File: config.mk
export PLATFORM = sky130hd
export DESIGN_NAME = lfhs_ctrl
export DESIGN_NICKNAME = d
export VERILOG_FILES = /design/src/rtl/lfhs_pkg.sv /design/src/rtl/lfhs_ctrl.sv
export SDC_FILE = /design/constraint.sdc
export NUM_CORES = 1
export LEC_CHECK = 0
export BUFFER_PORTS_ARGS = -buffer_cell sky130_fd_sc_hd__buf_2
export CORE_MARGIN = 5
export CORE_UTILIZATION = 61
export CTS_BUF_LIST = sky130_fd_sc_hd__clkbuf_16
export DETAILED_ROUTE_END_ITERATION = 10
export PLACE_DENSITY = 0.81
export SLEW_MARGIN = 20
export SYNTH_ARGS = -nofsm -noshare
export SYNTH_HDL_FRONTEND = slang
export SYNTH_SLANG_ARGS = --single-unit
File: constraint.sdc
create_clock -name CLOCK -period 9.58 [get_ports CLOCK]
set_clock_uncertainty 0.1 [all_clocks]
set_input_delay 0.958 -clock CLOCK [delete_from_list [all_inputs] [get_ports CLOCK]]
set_output_delay 0.958 -clock CLOCK [all_outputs]
set_load 0.02 [all_outputs]
File: src/rtl/lfhs_pkg.sv
// package: constants, register map and types for the frame header controller
package lfhs_pkg;
	// sequence arithmetic, modulo 128
	localparam logic [6:0]  SEQ_ONE       = 7'h01;
	localparam logic [6:0]  K_RESET       = 7'h07;
	localparam logic [6:0]  K_MIN         = 7'h01;
	// register byte offsets
	localparam logic [7:0]  REG_CTRL      = 8'h00;
	localparam logic [7:0]  REG_CONN      = 8'h04;
	localparam logic [7:0]  REG_TXCMD     = 8'h08;
	localparam logic [7:0]  REG_STATUS    = 8'h0C;
	localparam logic [7:0]  REG_RXHDR     = 8'h10;
	// control register fields
	localparam int unsigned CTRL_TWO_BIT  = 0;
	localparam int unsigned CTRL_ORIG_BIT = 1;
	localparam int unsigned CTRL_CLR_BIT  = 2;
	localparam int unsigned CTRL_K_LSB    = 3;
	// identifier register fields
	localparam int unsigned CONN_U_LSB    = 0;
	localparam int unsigned CONN_C_LSB    = 16;
	// status register fields (flags are write-one-to-clear)
	localparam int unsigned ST_VS_LSB     = 0;
	localparam int unsigned ST_VA_LSB     = 8;
	localparam int unsigned ST_VR_LSB     = 16;
	localparam int unsigned ST_BUSY_BIT   = 24;
	localparam int unsigned ST_WIN_BIT    = 25;
	localparam int unsigned ST_NRBAD_BIT  = 26;
	localparam int unsigned ST_DROP_BIT   = 27;
	localparam int unsigned ST_RXOK_BIT   = 28;
	// reset values of the two supported connection identifiers
	localparam logic [12:0] CONN_USER_RST = 13'h0000;
	localparam logic [12:0] CONN_CTRL_RST = 13'h003F;
	// control field formats
	localparam logic [1:0]  FMT_I         = 2'h0;
	localparam logic [1:0]  FMT_S         = 2'h1;
	localparam logic [1:0]  FMT_U         = 2'h2;
	localparam logic [1:0]  FMT_BAD       = 2'h3;

	// transmit order word, low ten bits of a write to the command register
	typedef struct packed {
		logic [4:0] modf;
		logic       dsel;
		logic       pf;
		logic       cmd;
		logic [1:0] fmt;
	} lfhs_txcmd_t;

	// last accepted received header
	typedef struct packed {
		logic [4:0] modf;
		logic [6:0] nr;
		logic [6:0] ns;
		logic       dsel;
		logic       pf;
		logic       cmd;
		logic [1:0] fmt;
	} lfhs_rxhdr_t;

	typedef enum logic {TX_IDLE, TX_SEND} lfhs_tx_st_t;

	// whole state of the controller
	typedef struct packed {
		lfhs_tx_st_t      tx_st;
		logic [3:0][7:0]  tx_buf;
		logic [2:0]       tx_len;
		logic [1:0]       tx_idx;
		logic             tx_valid;
		logic             tx_last;
		logic [7:0]       tx_octet;
		logic             tx_two;
		logic [6:0]       vs;
		logic [6:0]       va;
		logic [6:0]       vr;
		logic [6:0]       k;
		logic             two;
		logic             orig;
		logic [12:0]      conn_u;
		logic [12:0]      conn_c;
		logic             win_full;
		logic             nr_bad;
		logic             rx_drop;
		logic             rx_ok;
		logic [3:0][7:0]  rx_buf;
		logic [2:0]       rx_cnt;
		lfhs_rxhdr_t      rx_hdr;
		logic             pready;
		logic             pslverr;
		logic [31:0]      prdata;
	} lfhs_state_t;
endpackage : lfhs_pkg

File: src/rtl/lfhs_ctrl.sv
// frame header builder, parser and sequence state controller with an apb slave
// How it works
// (RULE_01) address field built and accepted as one or two octets only
// (RULE_02) extension flag 1 marks the last address octet, 0 means another follows
// (RULE_03) extension flag sits in bit 1, the first bit sent, of each address octet
// (RULE_04) two-octet form adds bits 8..2 of the second octet to the identifier
// (RULE_05) command/response bit depends on role and direction; identifier unchanged
// (RULE_06) information control: N(S) over bit 1 zero, then N(R) over poll bit
// (RULE_07) supervisory control: 01 low, function bits 4..3, reserved zero, N(R) and P/F
// (RULE_08) unnumbered control: one octet, 11 low, P/F in bit 5, modifiers elsewhere
// (RULE_09) lowest bit position carries the least significant bit of each parameter
// (RULE_10) every frame carries poll/final; reported on receive, set on send
// (RULE_11) all sequence numbers are seven bits and wrap modulo 128
// (RULE_12) send variable steps per information frame, never beyond window k
// (RULE_13) acknowledge variable loaded only from N(R) between V(A) and V(S)
// (RULE_14) sent N(S) equals current send variable
// (RULE_15) receive variable steps only on good in-sequence information frame
// (RULE_16) sent N(R) equals current receive variable
// (RULE_17) N(R) acknowledges all frames up to N(R) minus one
// (RULE_18) only information frames carry N(S); fields set independently
// (RULE_19) two identifier values are told apart: user data and control
// (RULE_20) over-long address or unknown identifier: frame dropped silently
// (RULE_21) octets leave in ascending order, bit 1 of each octet first on line
// (RULE_22) both identifier values are software-configurable registers
//
// Implementation choices: the APB register port and the placing of the registers.
module lfhs_ctrl
	import lfhs_pkg::*;
(
	// clock and reset
	input  wire logic        CLOCK,
	input  wire logic        RESET,
	// apb slave
	input  wire logic        PSEL,
	input  wire logic        PENABLE,
	input  wire logic        PWRITE,
	input  wire logic [7:0]  PADDR,
	input  wire logic [31:0] PWDATA,
	output logic      [31:0] PRDATA,
	output logic             PREADY,
	output logic             PSLVERR,
	// transmitted header octets
	output logic      [7:0]  TX_OCTET,
	output logic             TX_VALID,
	output logic             TX_LAST,
	input  wire logic        TX_READY,
	// received frame octets
	input  wire logic [7:0]  RX_OCTET,
	input  wire logic        RX_VALID,
	input  wire logic        RX_LAST,
	input  wire logic        RX_GOOD
);
	lfhs_state_t     s;
	lfhs_state_t     n;
	lfhs_txcmd_t     tc;
	logic            wr;
	logic            busy;
	logic            refuse;
	logic [6:0]      outst;
	logic [12:0]     td;
	logic            cr;
	logic [7:0]      a0;
	logic [7:0]      a1;
	logic [7:0]      c0;
	logic [7:0]      c1;
	logic [3:0][7:0] b;
	logic [2:0]      cnt;
	logic [1:0]      alen;
	logic [7:0]      r0;
	logic [7:0]      r1;
	logic [1:0]      rf;
	logic [2:0]      need;
	logic [12:0]     rd;
	logic            dok;
	logic [6:0]      rnr;
	logic            seq_clr;
	logic            tx_go;

	assign busy   = (s.tx_st == TX_SEND);
	assign outst  = 7'(s.vs - s.va); // [RULE_11]
	assign tc     = lfhs_txcmd_t'(PWDATA[9:0]);
	assign refuse = busy || (tc.fmt == FMT_BAD) || ((tc.fmt == FMT_I) && (outst >= s.k));

	// bus write strobe, accepted clear and accepted order; the checks below use them too
	assign wr      = PSEL && PENABLE && s.pready && PWRITE;
	assign seq_clr = wr && (PADDR == REG_CTRL) && PWDATA[CTRL_CLR_BIT];
	assign tx_go   = wr && (PADDR == REG_TXCMD) && !refuse;

	// next state: apb, transmit builder, receive parser
	always_comb begin
		n       = s;
		td      = tc.dsel ? s.conn_c : s.conn_u; // [RULE_19]
		cr      = ~(tc.cmd ^ s.orig); // [RULE_05]
		a0      = s.two ? {td[12:7], cr, 1'b0} : {td[5:0], cr, 1'b1}; // [RULE_02] [RULE_03]
		a1      = {td[6:0], 1'b1}; // [RULE_04]
		c0      = 8'h00;
		c1      = {s.vr, tc.pf}; // [RULE_16] [RULE_17]
		b       = s.rx_buf;
		cnt     = s.rx_cnt;
		alen    = 2'h0;
		r0      = 8'h00;
		r1      = 8'h00;
		rf      = FMT_BAD;
		need    = 3'h7;
		rd      = 13'h0000;
		dok     = 1'b0;
		rnr     = 7'h00;
		n.pready  = 1'b0;
		n.pslverr = 1'b0;
		// apb access phase seen: answer in the next cycle with data prepared now
		if (PSEL && PENABLE && !s.pready) begin
			n.pready = 1'b1;
			unique case (PADDR)
				REG_CTRL:   n.prdata = {22'h000000, s.k, 1'b0, s.orig, s.two};
				REG_CONN:   n.prdata = {3'h0, s.conn_c, 3'h0, s.conn_u};
				REG_TXCMD: begin
					n.prdata  = {31'h00000000, busy};
					n.pslverr = PWRITE && refuse;
				end
				REG_STATUS: n.prdata = {3'h0, s.rx_ok, s.rx_drop, s.nr_bad, s.win_full,
					busy, 1'b0, s.vr, 1'b0, s.va, 1'b0, s.vs};
				REG_RXHDR:  n.prdata = {8'h00, s.rx_hdr};
				default: begin
					n.prdata  = 32'h00000000;
					n.pslverr = 1'b1;
				end
			endcase
		end
		// writes take effect on the completing edge only
		if (wr && (PADDR == REG_CTRL)) begin
			n.two  = PWDATA[CTRL_TWO_BIT];
			n.orig = PWDATA[CTRL_ORIG_BIT];
			n.k    = (PWDATA[CTRL_K_LSB +: 7] == 7'h00) ? K_MIN : PWDATA[CTRL_K_LSB +: 7]; // [RULE_12]
		end
		if (wr && (PADDR == REG_CONN)) begin
			n.conn_u = PWDATA[CONN_U_LSB +: 13]; // [RULE_22]
			n.conn_c = PWDATA[CONN_C_LSB +: 13]; // [RULE_22]
		end
		// status flags clear first so a same-cycle event below wins
		if (wr && (PADDR == REG_STATUS)) begin
			if (PWDATA[ST_WIN_BIT])   n.win_full = 1'b0;
			if (PWDATA[ST_NRBAD_BIT]) n.nr_bad   = 1'b0;
			if (PWDATA[ST_DROP_BIT])  n.rx_drop  = 1'b0;
			if (PWDATA[ST_RXOK_BIT])  n.rx_ok    = 1'b0;
		end
		// transmit order: build control octets per format
		unique case (tc.fmt)
			FMT_I:   c0 = {s.vs, 1'b0}; // [RULE_06] [RULE_14] [RULE_18]
			FMT_S:   c0 = {4'h0, tc.modf[1:0], 2'b01}; // [RULE_07] [RULE_09]
			FMT_U:   c0 = {tc.modf[4:2], tc.pf, tc.modf[1:0], 2'b11}; // [RULE_08] [RULE_10]
			FMT_BAD: c0 = 8'h00;
		endcase
		if (wr && (PADDR == REG_TXCMD)) begin
			if (!busy && (tc.fmt == FMT_I) && (outst >= s.k)) begin
				n.win_full = 1'b1; // [RULE_12]
			end else if (!refuse) begin
				n.tx_st  = TX_SEND;
				n.tx_two = s.two;
				n.tx_len = 3'(3'(s.two ? 3'h2 : 3'h1) + ((tc.fmt == FMT_U) ? 3'h1 : 3'h2)); // [RULE_01]
				n.tx_buf = s.two ? {c1, c0, a1, a0} : {8'h00, c1, c0, a0}; // [RULE_21]
				n.tx_idx   = 2'h0;
				n.tx_octet = a0;
				n.tx_valid = 1'b1;
				n.tx_last  = 1'b0;
				if (tc.fmt == FMT_I) begin
					n.vs = 7'(s.vs + SEQ_ONE); // [RULE_12] [RULE_11]
				end
			end
		end
		// octet handshake toward the line side
		if (busy && s.tx_valid && TX_READY) begin
			if (s.tx_last) begin
				n.tx_st    = TX_IDLE;
				n.tx_valid = 1'b0;
				n.tx_last  = 1'b0;
			end else begin
				n.tx_idx   = 2'(s.tx_idx + 2'h1); // [RULE_21]
				n.tx_octet = s.tx_buf[n.tx_idx];
				n.tx_last  = ({1'b0, n.tx_idx} == 3'(s.tx_len - 3'h1));
			end
		end
		// receive: keep the first four octets, count saturates to mark more
		if (RX_VALID) begin
			if (s.rx_cnt < 3'h4) b[s.rx_cnt[1:0]] = RX_OCTET;
			if (s.rx_cnt < 3'h5) cnt = 3'(s.rx_cnt + 3'h1);
			n.rx_buf = b;
			n.rx_cnt = cnt;
		end
		if (RX_VALID && RX_LAST) begin
			n.rx_cnt = 3'h0;
			// a third address octet makes the frame invalid
			alen = b[0][0] ? 2'h1 : (b[1][0] ? 2'h2 : 2'h0); // [RULE_01] [RULE_02] [RULE_20]
			r0   = b[alen];
			r1   = b[2'(alen + 2'h1)];
			rf   = !r0[0] ? FMT_I : (r0[1] ? FMT_U : FMT_S); // [RULE_06] [RULE_07] [RULE_08]
			need = 3'({1'b0, alen} + ((rf == FMT_U) ? 3'h1 : 3'h2));
			rd   = (alen == 2'h2) ? {b[0][7:2], b[1][7:1]} : {7'h00, b[0][7:2]}; // [RULE_04]
			dok  = (rd == s.conn_u) || (rd == s.conn_c); // [RULE_19]
			rnr  = r1[7:1]; // [RULE_09]
			if (RX_GOOD && (alen != 2'h0) && dok && (cnt >= need)) begin
				n.rx_ok       = 1'b1;
				n.rx_hdr.fmt  = rf;
				n.rx_hdr.cmd  = b[0][1] ^ s.orig; // [RULE_05]
				n.rx_hdr.pf   = (rf == FMT_U) ? r0[4] : r1[0]; // [RULE_10]
				n.rx_hdr.dsel = (rd == s.conn_c);
				n.rx_hdr.ns   = (rf == FMT_I) ? r0[7:1] : 7'h00; // [RULE_18]
				n.rx_hdr.nr   = (rf == FMT_U) ? 7'h00 : rnr;
				n.rx_hdr.modf = (rf == FMT_U) ? {r0[7:5], r0[3:2]} : {3'h0, r0[3:2]};
				if ((rf == FMT_I) && (r0[7:1] == s.vr)) begin
					n.vr = 7'(s.vr + SEQ_ONE); // [RULE_15]
				end
				if (rf != FMT_U) begin
					// valid when nr - va does not pass vs - va, both modulo 128
					if (7'(rnr - s.va) <= outst) begin
						n.va = rnr; // [RULE_13] [RULE_17]
					end else begin
						n.nr_bad = 1'b1;
					end
				end
			end else begin
				n.rx_drop = 1'b1; // [RULE_20]
			end
		end
		// clearing the sequence state overrides anything above
		if (wr && (PADDR == REG_CTRL) && PWDATA[CTRL_CLR_BIT]) begin
			n.vs = 7'h00;
			n.va = 7'h00;
			n.vr = 7'h00;
		end
	end

	// state register
	always_ff @(posedge CLOCK) begin
		if (RESET) begin
			s        <= '0;
			s.k      <= K_RESET;
			s.conn_u <= CONN_USER_RST;
			s.conn_c <= CONN_CTRL_RST;
		end else begin
			s <= n;
		end
	end

	// outputs straight from the state flops
	assign PRDATA   = s.prdata;
	assign PREADY   = s.pready;
	assign PSLVERR  = s.pslverr;
	assign TX_OCTET = s.tx_octet;
	assign TX_VALID = s.tx_valid;
	assign TX_LAST  = s.tx_last;

	// checks on the design's own outputs and state
	// software may lower k below the outstanding count, so only a step of vs is judged
	property p_window;
		@(posedge CLOCK) disable iff (RESET)
		((n.vs != s.vs) && !seq_clr) |-> (outst < s.k);
	endproperty
	a_window: assert property (p_window) else $error("window exceeded"); // [RULE_12]

	property p_ext_first;
		@(posedge CLOCK) disable iff (RESET)
		(TX_VALID && (s.tx_idx == 2'h0)) |-> (TX_OCTET[0] == !s.tx_two);
	endproperty
	a_ext_first: assert property (p_ext_first) else $error("bad address extension"); // [RULE_02]

	property p_addr_len;
		@(posedge CLOCK) disable iff (RESET)
		TX_VALID |-> (s.tx_len <= (s.tx_two ? 3'h4 : 3'h3));
	endproperty
	a_addr_len: assert property (p_addr_len) else $error("header too long"); // [RULE_01]

	property p_vr_step;
		@(posedge CLOCK) disable iff (RESET)
		(s.vr != $past(s.vr)) |-> ((s.vr == 7'($past(s.vr) + SEQ_ONE)) || (s.vr == 7'h00));
	endproperty
	a_vr_step: assert property (p_vr_step) else $error("receive variable jumped"); // [RULE_15]

	property p_vs_step;
		@(posedge CLOCK) disable iff (RESET)
		(s.vs != $past(s.vs)) |-> ((s.vs == 7'($past(s.vs) + SEQ_ONE)) || (s.vs == 7'h00));
	endproperty
	a_vs_step: assert property (p_vs_step) else $error("send variable jumped"); // [RULE_12]

	property p_va_range;
		@(posedge CLOCK) disable iff (RESET)
		(s.va != $past(s.va)) |->
		((7'(s.va - $past(s.va)) <= 7'($past(s.vs) - $past(s.va))) || (s.va == 7'h00));
	endproperty
	a_va_range: assert property (p_va_range) else $error("ack outside range"); // [RULE_13]

	property p_apb_answer;
		@(posedge CLOCK) disable iff (RESET)
		(PSEL && PENABLE && !PREADY) |=> PREADY ##1 !PREADY;
	endproperty
	a_apb_answer: assert property (p_apb_answer) else $error("apb answer late");

	property p_tx_hold;
		@(posedge CLOCK) disable iff (RESET)
		(TX_VALID && !TX_READY) |=> (TX_VALID && $stable(TX_OCTET) && $stable(TX_LAST));
	endproperty
	a_tx_hold: assert property (p_tx_hold) else $error("octet dropped"); // [RULE_21]

	property p_err_with_ready;
		@(posedge CLOCK) disable iff (RESET)
		PSLVERR |-> PREADY;
	endproperty
	a_err_with_ready: assert property (p_err_with_ready) else $error("error without ready");

	property p_tx_start;
		@(posedge CLOCK) disable iff (RESET)
		tx_go |=> (TX_VALID && !TX_LAST && (s.tx_idx == 2'h0));
	endproperty
	a_tx_start: assert property (p_tx_start) else $error("header did not start"); // [RULE_21]

	property p_ext_second;
		@(posedge CLOCK) disable iff (RESET)
		(TX_VALID && s.tx_two && (s.tx_idx == 2'h1)) |-> TX_OCTET[0];
	endproperty
	a_ext_second: assert property (p_ext_second) else $error("bad second address octet"); // [RULE_02]

	property p_s_reserved;
		@(posedge CLOCK) disable iff (RESET)
		(TX_VALID && (s.tx_idx == (s.tx_two ? 2'h2 : 2'h1)) && (TX_OCTET[1:0] == 2'b01))
		|-> (TX_OCTET[7:4] == 4'h0);
	endproperty
	a_s_reserved: assert property (p_s_reserved) else $error("reserved bits set"); // [RULE_07]

	property p_u_single;
		@(posedge CLOCK) disable iff (RESET)
		(TX_VALID && (s.tx_idx == (s.tx_two ? 2'h2 : 2'h1)) && (TX_OCTET[1:0] == 2'b11))
		|-> TX_LAST;
	endproperty
	a_u_single: assert property (p_u_single) else $error("unnumbered control too long"); // [RULE_08]

	property p_tx_order;
		@(posedge CLOCK) disable iff (RESET)
		(TX_VALID && TX_READY && !TX_LAST) |=>
		(TX_VALID && (s.tx_idx == 2'($past(s.tx_idx) + 2'h1)));
	endproperty
	a_tx_order: assert property (p_tx_order) else $error("octet order broken"); // [RULE_21]

	property p_tx_end;
		@(posedge CLOCK) disable iff (RESET)
		(TX_VALID && TX_READY && TX_LAST) |=> !TX_VALID;
	endproperty
	a_tx_end: assert property (p_tx_end) else $error("header ran past its end"); // [RULE_01]

	property p_vr_source;
		@(posedge CLOCK) disable iff (RESET)
		((n.vr != s.vr) && !seq_clr) |-> (RX_VALID && RX_LAST && RX_GOOD);
	endproperty
	a_vr_source: assert property (p_vr_source) else $error("receive variable moved"); // [RULE_15]

	property p_drop_silent;
		@(posedge CLOCK) disable iff (RESET)
		(RX_VALID && RX_LAST && !RX_GOOD && !seq_clr) |=>
		($stable(s.vr) && $stable(s.va) && $stable(s.rx_hdr));
	endproperty
	a_drop_silent: assert property (p_drop_silent) else $error("bad frame changed state"); // [RULE_20]
endmodule : lfhs_ctrl

==> results_dict.tcl, run 1 <==
set metrics [dict create \
    p_leak_nw 4.81 \
    synth_ff_type "dfxtp_1" \
    period_needed_ns 6.27 \
    fill_cells 1560 \
    ys_seq_area_share_pct 35.0 \
    min-delay-start "s[49]$_SDFFE_PP0P_" \
    track_usage_pct 30.0 \
    ios 101 \
    drv_slew 0 \
    slew_headroom_pct 30.3 \
    io_buffers 91 \
    drtPass1Iterations 6 \
    setup_viol 0 \
    die-area_mm2 0.0214 \
    antenna_cells 0 \
    die_h_um 146 \
    muxShareOfSynthArea_pct 9.89 \
    outcome "complete, no violations" \
    area_growth_pct 6.47 \
    synth_area_leaders "dfxtp_1, nand2_1, mux2i_1" \
    synth_largest_area_cell "dfxtp_1" \
    max-vdd-ir-drop_uv 131 \
    async_reset_ff_share_pct 0 \
    start_kind "flip-flop" \
    yosys.area_share.simple_pct 21.4 \
    initial_core_util_pct 62.5 \
    viasPerCell 6.33 \
    worst_slew_pin_slew_ns 1.02 \
    tns_ns 0 \
    ctsResizeCount 0 \
    clockBufferDepth 2 \
    synth_top_area_share_pct 35.0 \
    yosys_register_bits 198 \
    crit_type "reg -> reg" \
    cts_buffers 17 \
    clock-root-buffer "clkbuf_16" \
    min_period_over_period_pct 65.5 \
    synth_edf_count 0 \
    drcViolationCount 0 \
    die_x_um 146 \
    hold_buffers 0 \
    grt_max_degree 99 \
    rsz0062_at_grt "no" \
    coreArea_mm2 0.0181 \
    syn_inst 1412 \
    yosysWarnings 0 \
    power.density_mw_per_mm2 146 \
    antenna_found_initial 0 \
    gp_congestion 0.948 \
    layout.cells.non_filler 1644 \
    syn_area_mm2 0.0113 \
    crit_arrival_ns 6.53 \
    fin_nets 1507 \
    drv_cap 0 \
    clk_pin_slew_ns 0.07 \
    final_hold_viol_count 0 \
    drive_gt1_share_pct 12.1 \
    crit_start "s[58]$_SDFFE_PP0P_" \
    synth_top_family_by_area "simple AND/OR/NAND/NOR gates" \
    drt_wl_total_um 32900 \
    place_inst 1613 \
    critPathRequiredTime_ns 9.84 \
    grt.overflow.total 0 \
    antenna_left 0 \
    synth_cell_types 83 \
    synth_compound_area_share_pct 18.3 \
    synthTopCellsByCount "nand2_1, dfxtp_1, a21oi_1, nor2_1, mux2i_1" \
    hold_path.class "reg -> reg" \
    post-cts-setup-buffer-count 0 \
    cp_max_fo 25 \
    clock_latency_ns 0.44 \
    syn-mean-instance-area_um2 8.03 \
    end_kind "flip-flop" \
    grt_pass1_vias 9476 \
    dpl.hpwl_um 23700 \
    wl_per_cell_um 20.0 \
    grt_pass1_wl_um 51500 \
    h-tree-depth 4 \
    rows 49 \
    synthAdderAreaFrac_pct 5.39 \
    tritoncts "done" \
    cts_sinks 198 \
    vias 10400 \
    fmax_mhz 159 \
    drt_iter0_markers 1250 \
    yosys.cell_count.top_type "nand2_1" \
    timing.rr.start "s[58]$_SDFFE_PP0P_" \
    synth_xor_area_share_pct 2.16 \
]
-- path summary, 6_finish.rpt --
kind,endpoint,slack (ns),depth (start not counted)
setup / recovery,s[140]$_SDFFE_PP0P_,3.31,22
hold / removal,s[49]$_SDFFE_PP0P_,0.35,2
setup reg to reg,s[140]$_SDFFE_PP0P_,3.31,22
hold reg to reg,s[49]$_SDFFE_PP0P_,0.35,2
-- critical path: stages, from the launching register on --
cell and delay [ns]:
dfxtp_1 0.36, inv_1 0.13, ha_1 0.26, and3b_1 0.65, mux2i_4 0.35, inv_2 0.21
o21ai_0 0.87, ha_1 0.29, inv_1 0.06, fa_1 0.40, a21oi_1 0.16, nor2_1 0.06
nor2_1 0.16, o21bai_1 0.09, a21oi_1 0.19, xor2_1 0.19, xnor2_1 0.09, ha_1 0.30
nand3_1 0.08, o22ai_1 0.14, a21oi_1 0.14, a211oi_2 0.66, mux2i_1 0.27
-- per-layer routing --
| metal | GRT usage (%) | vias to the layer above | wire length (µm) |
|---|---|---|---|
| met5 | 0 | - | 0 |
| met4 | 11.5 | 0 | 1210 |
| met3 | 6.48 | 99 | 3200 |
| met2 | 45.3 | 520 | 14500 |
| met1 | 42.0 | 4886 | 14000 |
| li1 | - | 4908 | - |
-- cell usage in the layout, fill, tap and decap left out, types with 10 or more instances in the layout --
cell and n:
nand2_1 228, dfxtp_1 198, a21oi_1 135, nor2_1 120
buf_2 90, mux2i_1 81, o21ai_0 53, inv_1 53
ha_1 44, or3_1 25, a22oi_1 24, nand3_1 23
nor3_1 22, o211ai_1 21, xnor2_1 19, nand3b_1 18
clkbuf_16 17, a21o_1 13, o22ai_1 13, buf_4 13
nand2b_1 12, nand4_1 10, a211oi_1 10
-- layout make-up --
| type | instances | area (µm²) | area share (%) |
|---|---|---|---|
| Tap cell | 229 | 287 | 2.37 |
| Timing Repair Buffer | 103 | 548 | 4.54 |
| Inverter | 55 | 206 | 1.71 |
| Clock inverter | 14 | 140 | 1.16 |
| Sequential cell | 198 | 3960 | 32.8 |
| Clock buffer | 17 | 425 | 3.52 |
| Multi-Input combinational cell | 1028 | 6500 | 53.9 |
-- where the power goes --
| part | internal, mW | switching, mW | total, mW |
|---|---|---|---|
| Combinational | 0.0791 | 0.147 | 0.226 |
| Clock | 0.365 | 0.343 | 0.708 |
| Sequential | 0.827 | 0.00299 | 0.830 |
| Total | 1.27 | 0.492 | 1.76 |
-- kinds of logic after synthesis --
logic type | after synthesis
adders and majority gates | 47
AOI/OAI and AO/OA | 331
muxes | 99
and+or+nand+nor | 520
DFF | 198
buffers and inverters | 188
xor gates and xnor gates | 28
other | 1
-- through the flow --
step           setup slack [ns]  area [µm²]  utilization (%)  total power [mW]  hold slack [ns]
3_5_place_dp               3.05       11500             63.4              1.07            0.343
4_1_cts                    3.43       12100             66.5              1.76            0.353
2_1_floorplan              4.57       11300                -              1.01            0.329
5_1_grt                    3.08       12100             66.5              1.83            0.371
6_report                   3.31       12100             66.5              1.76            0.352
3_3_place_gp               3.15       11500             63.4              1.06            0.336
-- registers in the layout, summed over array words and instances, names as in the netlist --
signal and count:
PRDATA 29, PREADY 1, busy 1, TX_LAST 1, c1 7, TX_VALID 1
PSLVERR 1, s 149, TX_OCTET 8
Power figures use the tool's default switching activity.
==> inputs of run 2 (changes only) <==
- ABC_AREA: default -> 1
- CORE_UTILIZATION: 61 -> 60
- PLACE_DENSITY: 0.81 -> 0.8
- clock period: 9.58 -> 6.4 ns (I/O delays scaled with it)
==> run 2 against run 1 <==
Effect of this change:
- utilization decreased by 1.4 points
- sequential power increased by 51%
- critical path depth increased by 7
- total power increased by 60%
- hold slack got worse by 0.032 ns
- count of clock-buffer cells in the layout unchanged
- first-iteration DRC count increased by 15%
- critical path type unchanged
- highest routed layer unchanged
==> results_dict.tcl, run 2 <==
set metrics [dict create \
    track_usage_pct 31.3 \
    die_h_um 147 \
    grt.overflow.total 0 \
    clock_latency_ns 0.45 \
    yosysWarnings 0 \
    h-tree-depth 4 \
    p_total_mw 2.82 \
    rows 50 \
    ios 101 \
    clk_pin_slew_ns 0.09 \
    hold_path.class "in -> reg" \
    p_seq_share_pct 44.1 \
    final_hold_viol_count 0 \
    crit_start "s[59]$_SDFFE_PP0P_" \
    outcome "complete, no violations" \
    power_frac_comb_pct 16.1 \
    p_leak_nw 5.29 \
    p_int_mw 1.93 \
    drt_iter0_markers 1434 \
    antenna_cells 0 \
    synth_edf_count 0 \
    yosys.cell_count.top_type "nand2_1" \
    ctsResizeCount 0 \
    syn_area_mm2 0.0113 \
    end_kind "flip-flop" \
    fmax_mhz 176 \
    fin_nets 1766 \
    min_period_over_period_pct 88.8 \
    antenna_left 0 \
    io_buffers 91 \
    drt_wl_total_um 34600 \
    fin_ws_ns 0.715 \
    min-delay-start "PWDATA[17]" \
    hold_buffers 0 \
    start_kind "flip-flop" \
    tns_ns 0 \
    dpl.hpwl_um 25800 \
    async_reset_ff_share_pct 0 \
    die-area_mm2 0.0217 \
    critPathRequiredTime_ns 6.68 \
    largest_reg_flops 149 \
    drv_slew 0 \
    cp_slowest_cell "nand2_2" \
    grt_pass1_vias 10200 \
    grt_max_degree 93 \
    viasPerCell 5.90 \
    die_x_um 147 \
    yosys_register_bits 198 \
    rsz0062_at_grt "no" \
    wl_per_cell_um 18.1 \
    cts_buffers 17 \
    synth_top_area_share_pct 35.0 \
    synthTopCellsByCount "nand2_1, inv_1, dfxtp_1, nor2_1, a21oi_1" \
    post-cts-setup-buffer-count 0 \
    coreArea_mm2 0.0186 \
    setup_viol 0 \
    timing.rr.start "s[59]$_SDFFE_PP0P_" \
    antenna_found_initial 0 \
    syn-mean-instance-area_um2 6.84 \
    drtPass1Iterations 8 \
    period_needed_ns 5.68 \
    tritoncts "done" \
    crit_arrival_ns 5.96 \
    drcViolationCount 0 \
    synth_area_leaders "dfxtp_1, nand2_1, inv_1" \
    clock-root-buffer "clkbuf_16" \
    synth_largest_area_cell "dfxtp_1" \
    slew_headroom_pct 21.2 \
    synth_ff_type "dfxtp_1" \
    syn_inst 1653 \
    initial_core_util_pct 60.7 \
    power.density_mw_per_mm2 232 \
    worst_slew_pin_slew_ns 1.18 \
    area_growth_pct 7.36 \
    crit_type "reg -> reg" \
    grt_pass1_wl_um 54400 \
    crit_top_cell "inv_1" \
    gp_congestion 1.00 \
    drv_cap 0 \
    cp_max_fo 29 \
    ys_seq_area_share_pct 35.0 \
    drive_gt1_share_pct 10.3 \
    clockBufferDepth 2 \
    mostFrequentLayoutCells "nand2_1, inv_1, dfxtp_1" \
    cpPeakStageDelay_ns 0.48 \
    regMostFlops "s" \
    swShare_pct 31.6 \
    synth_cell_types 58 \
    p_switching_uw 892 \
    final_util_pct 65.1 \
    regToRegSetupSlack_ns 0.72 \
    post-place-ws_ns 0.742 \
    pwr-share-clk_pct 39.8 \
    fill_cells 1704 \
    max-vdd-ir-drop_uv 170 \
    cts_sinks 198 \
    final_common_cell "nand2_1" \
    vias 11300 \
]
-- run 2: changes by cell type in the layout (fill, tap and decap cells not counted), sizes merged, moves of 11 or more --
cell,change
nand2,+121
xnor2,-12
inv,+154
nor2,+38
a21oi,+11
a22oi,-23
nand3b,-11
nand2b,-12
nand4,+16
or3,-25
mux2i,-82
o21ai,+85
nand3,+86
a21o,-12
-- run 2: critical path, delay by kind of cell, from the launching register on --
family                     cells  cell delay (ns)
AOI/OAI and AO/OA              6             0.88
xor gates and xnor gates       2             0.27
adders and majority gates      4             1.34
buffers and inverters          6             0.72
DFF                            1             0.38
and+or+nand+nor               11             1.90
-- run 2: final timing paths --
check / depth (start not counted) / end
setup / recovery: 29 / s[145]$_SDFFE_PP0P_
hold reg to reg: 2 / s[34]$_SDFFE_PP0P_
setup reg to reg: 29 / s[145]$_SDFFE_PP0P_
hold / removal: 3 / s[98]$_SDFFE_PP1P_
-- run 2: logic make-up (layout without fill, tap and decap cells) --
kind of cell / after synthesis / count (layout) / share of synthesized area [%]
flops: 198 / 198 / 35.0
mux: 1 / 1 / 0.0885
fa+ha+maj: 47 / 47 / 5.40
compound gates: 382 / 382 / 19.2
xor+xnor: 17 / 17 / 1.32
simple gates: 679 / 679 / 25.9
buf+inv: 328 / 348 / 13.0
other cells: 1 / 3 / 0.0332
-- run 2: metrics by stage --
stage / area [µm²] / std cells / hold slack, ns
final: 12100 / 1909 / 0.320
after CTS: 12100 / 1909 / 0.309
after global routing: 12100 / 1909 / 0.328
after floorplan: 11300 / 1655 / 0.325
after detailed placement: 11500 / 1877 / 0.347
after global placement: 11500 / 1877 / 0.338
-- run 2: area by class of cell --
cell class / instances / area (µm²) / share of cell area (%)
clock inverters: 15 / 194 / 1.60
inverters: 207 / 777 / 6.40
clock buffers: 17 / 425 / 3.50
repair buffers: 109 / 593 / 4.88
well taps: 234 / 293 / 2.41
multi-input cells: 1129 / 5900 / 48.6
flip-flops and latches: 198 / 3960 / 32.6
-- run 2: power by group through the flow --
stage	logic (mW)	registers (mW)	clock network (mW)
floorplan	0.326	1.27	0
global placement	0.432	1.27	0
detailed placement	0.441	1.27	0
CTS	0.444	1.25	1.13
global route	0.500	1.25	1.18
finish	0.454	1.25	1.12
-- run 2: metal layers --
metal,track usage (%),part of all wire (%),vias up
met5,0,0,-
met4,12.7,3.8,0
met3,6.17,10,89
met2,50.0,45,592
met1,41.7,41,5157
li1,-,-,5420
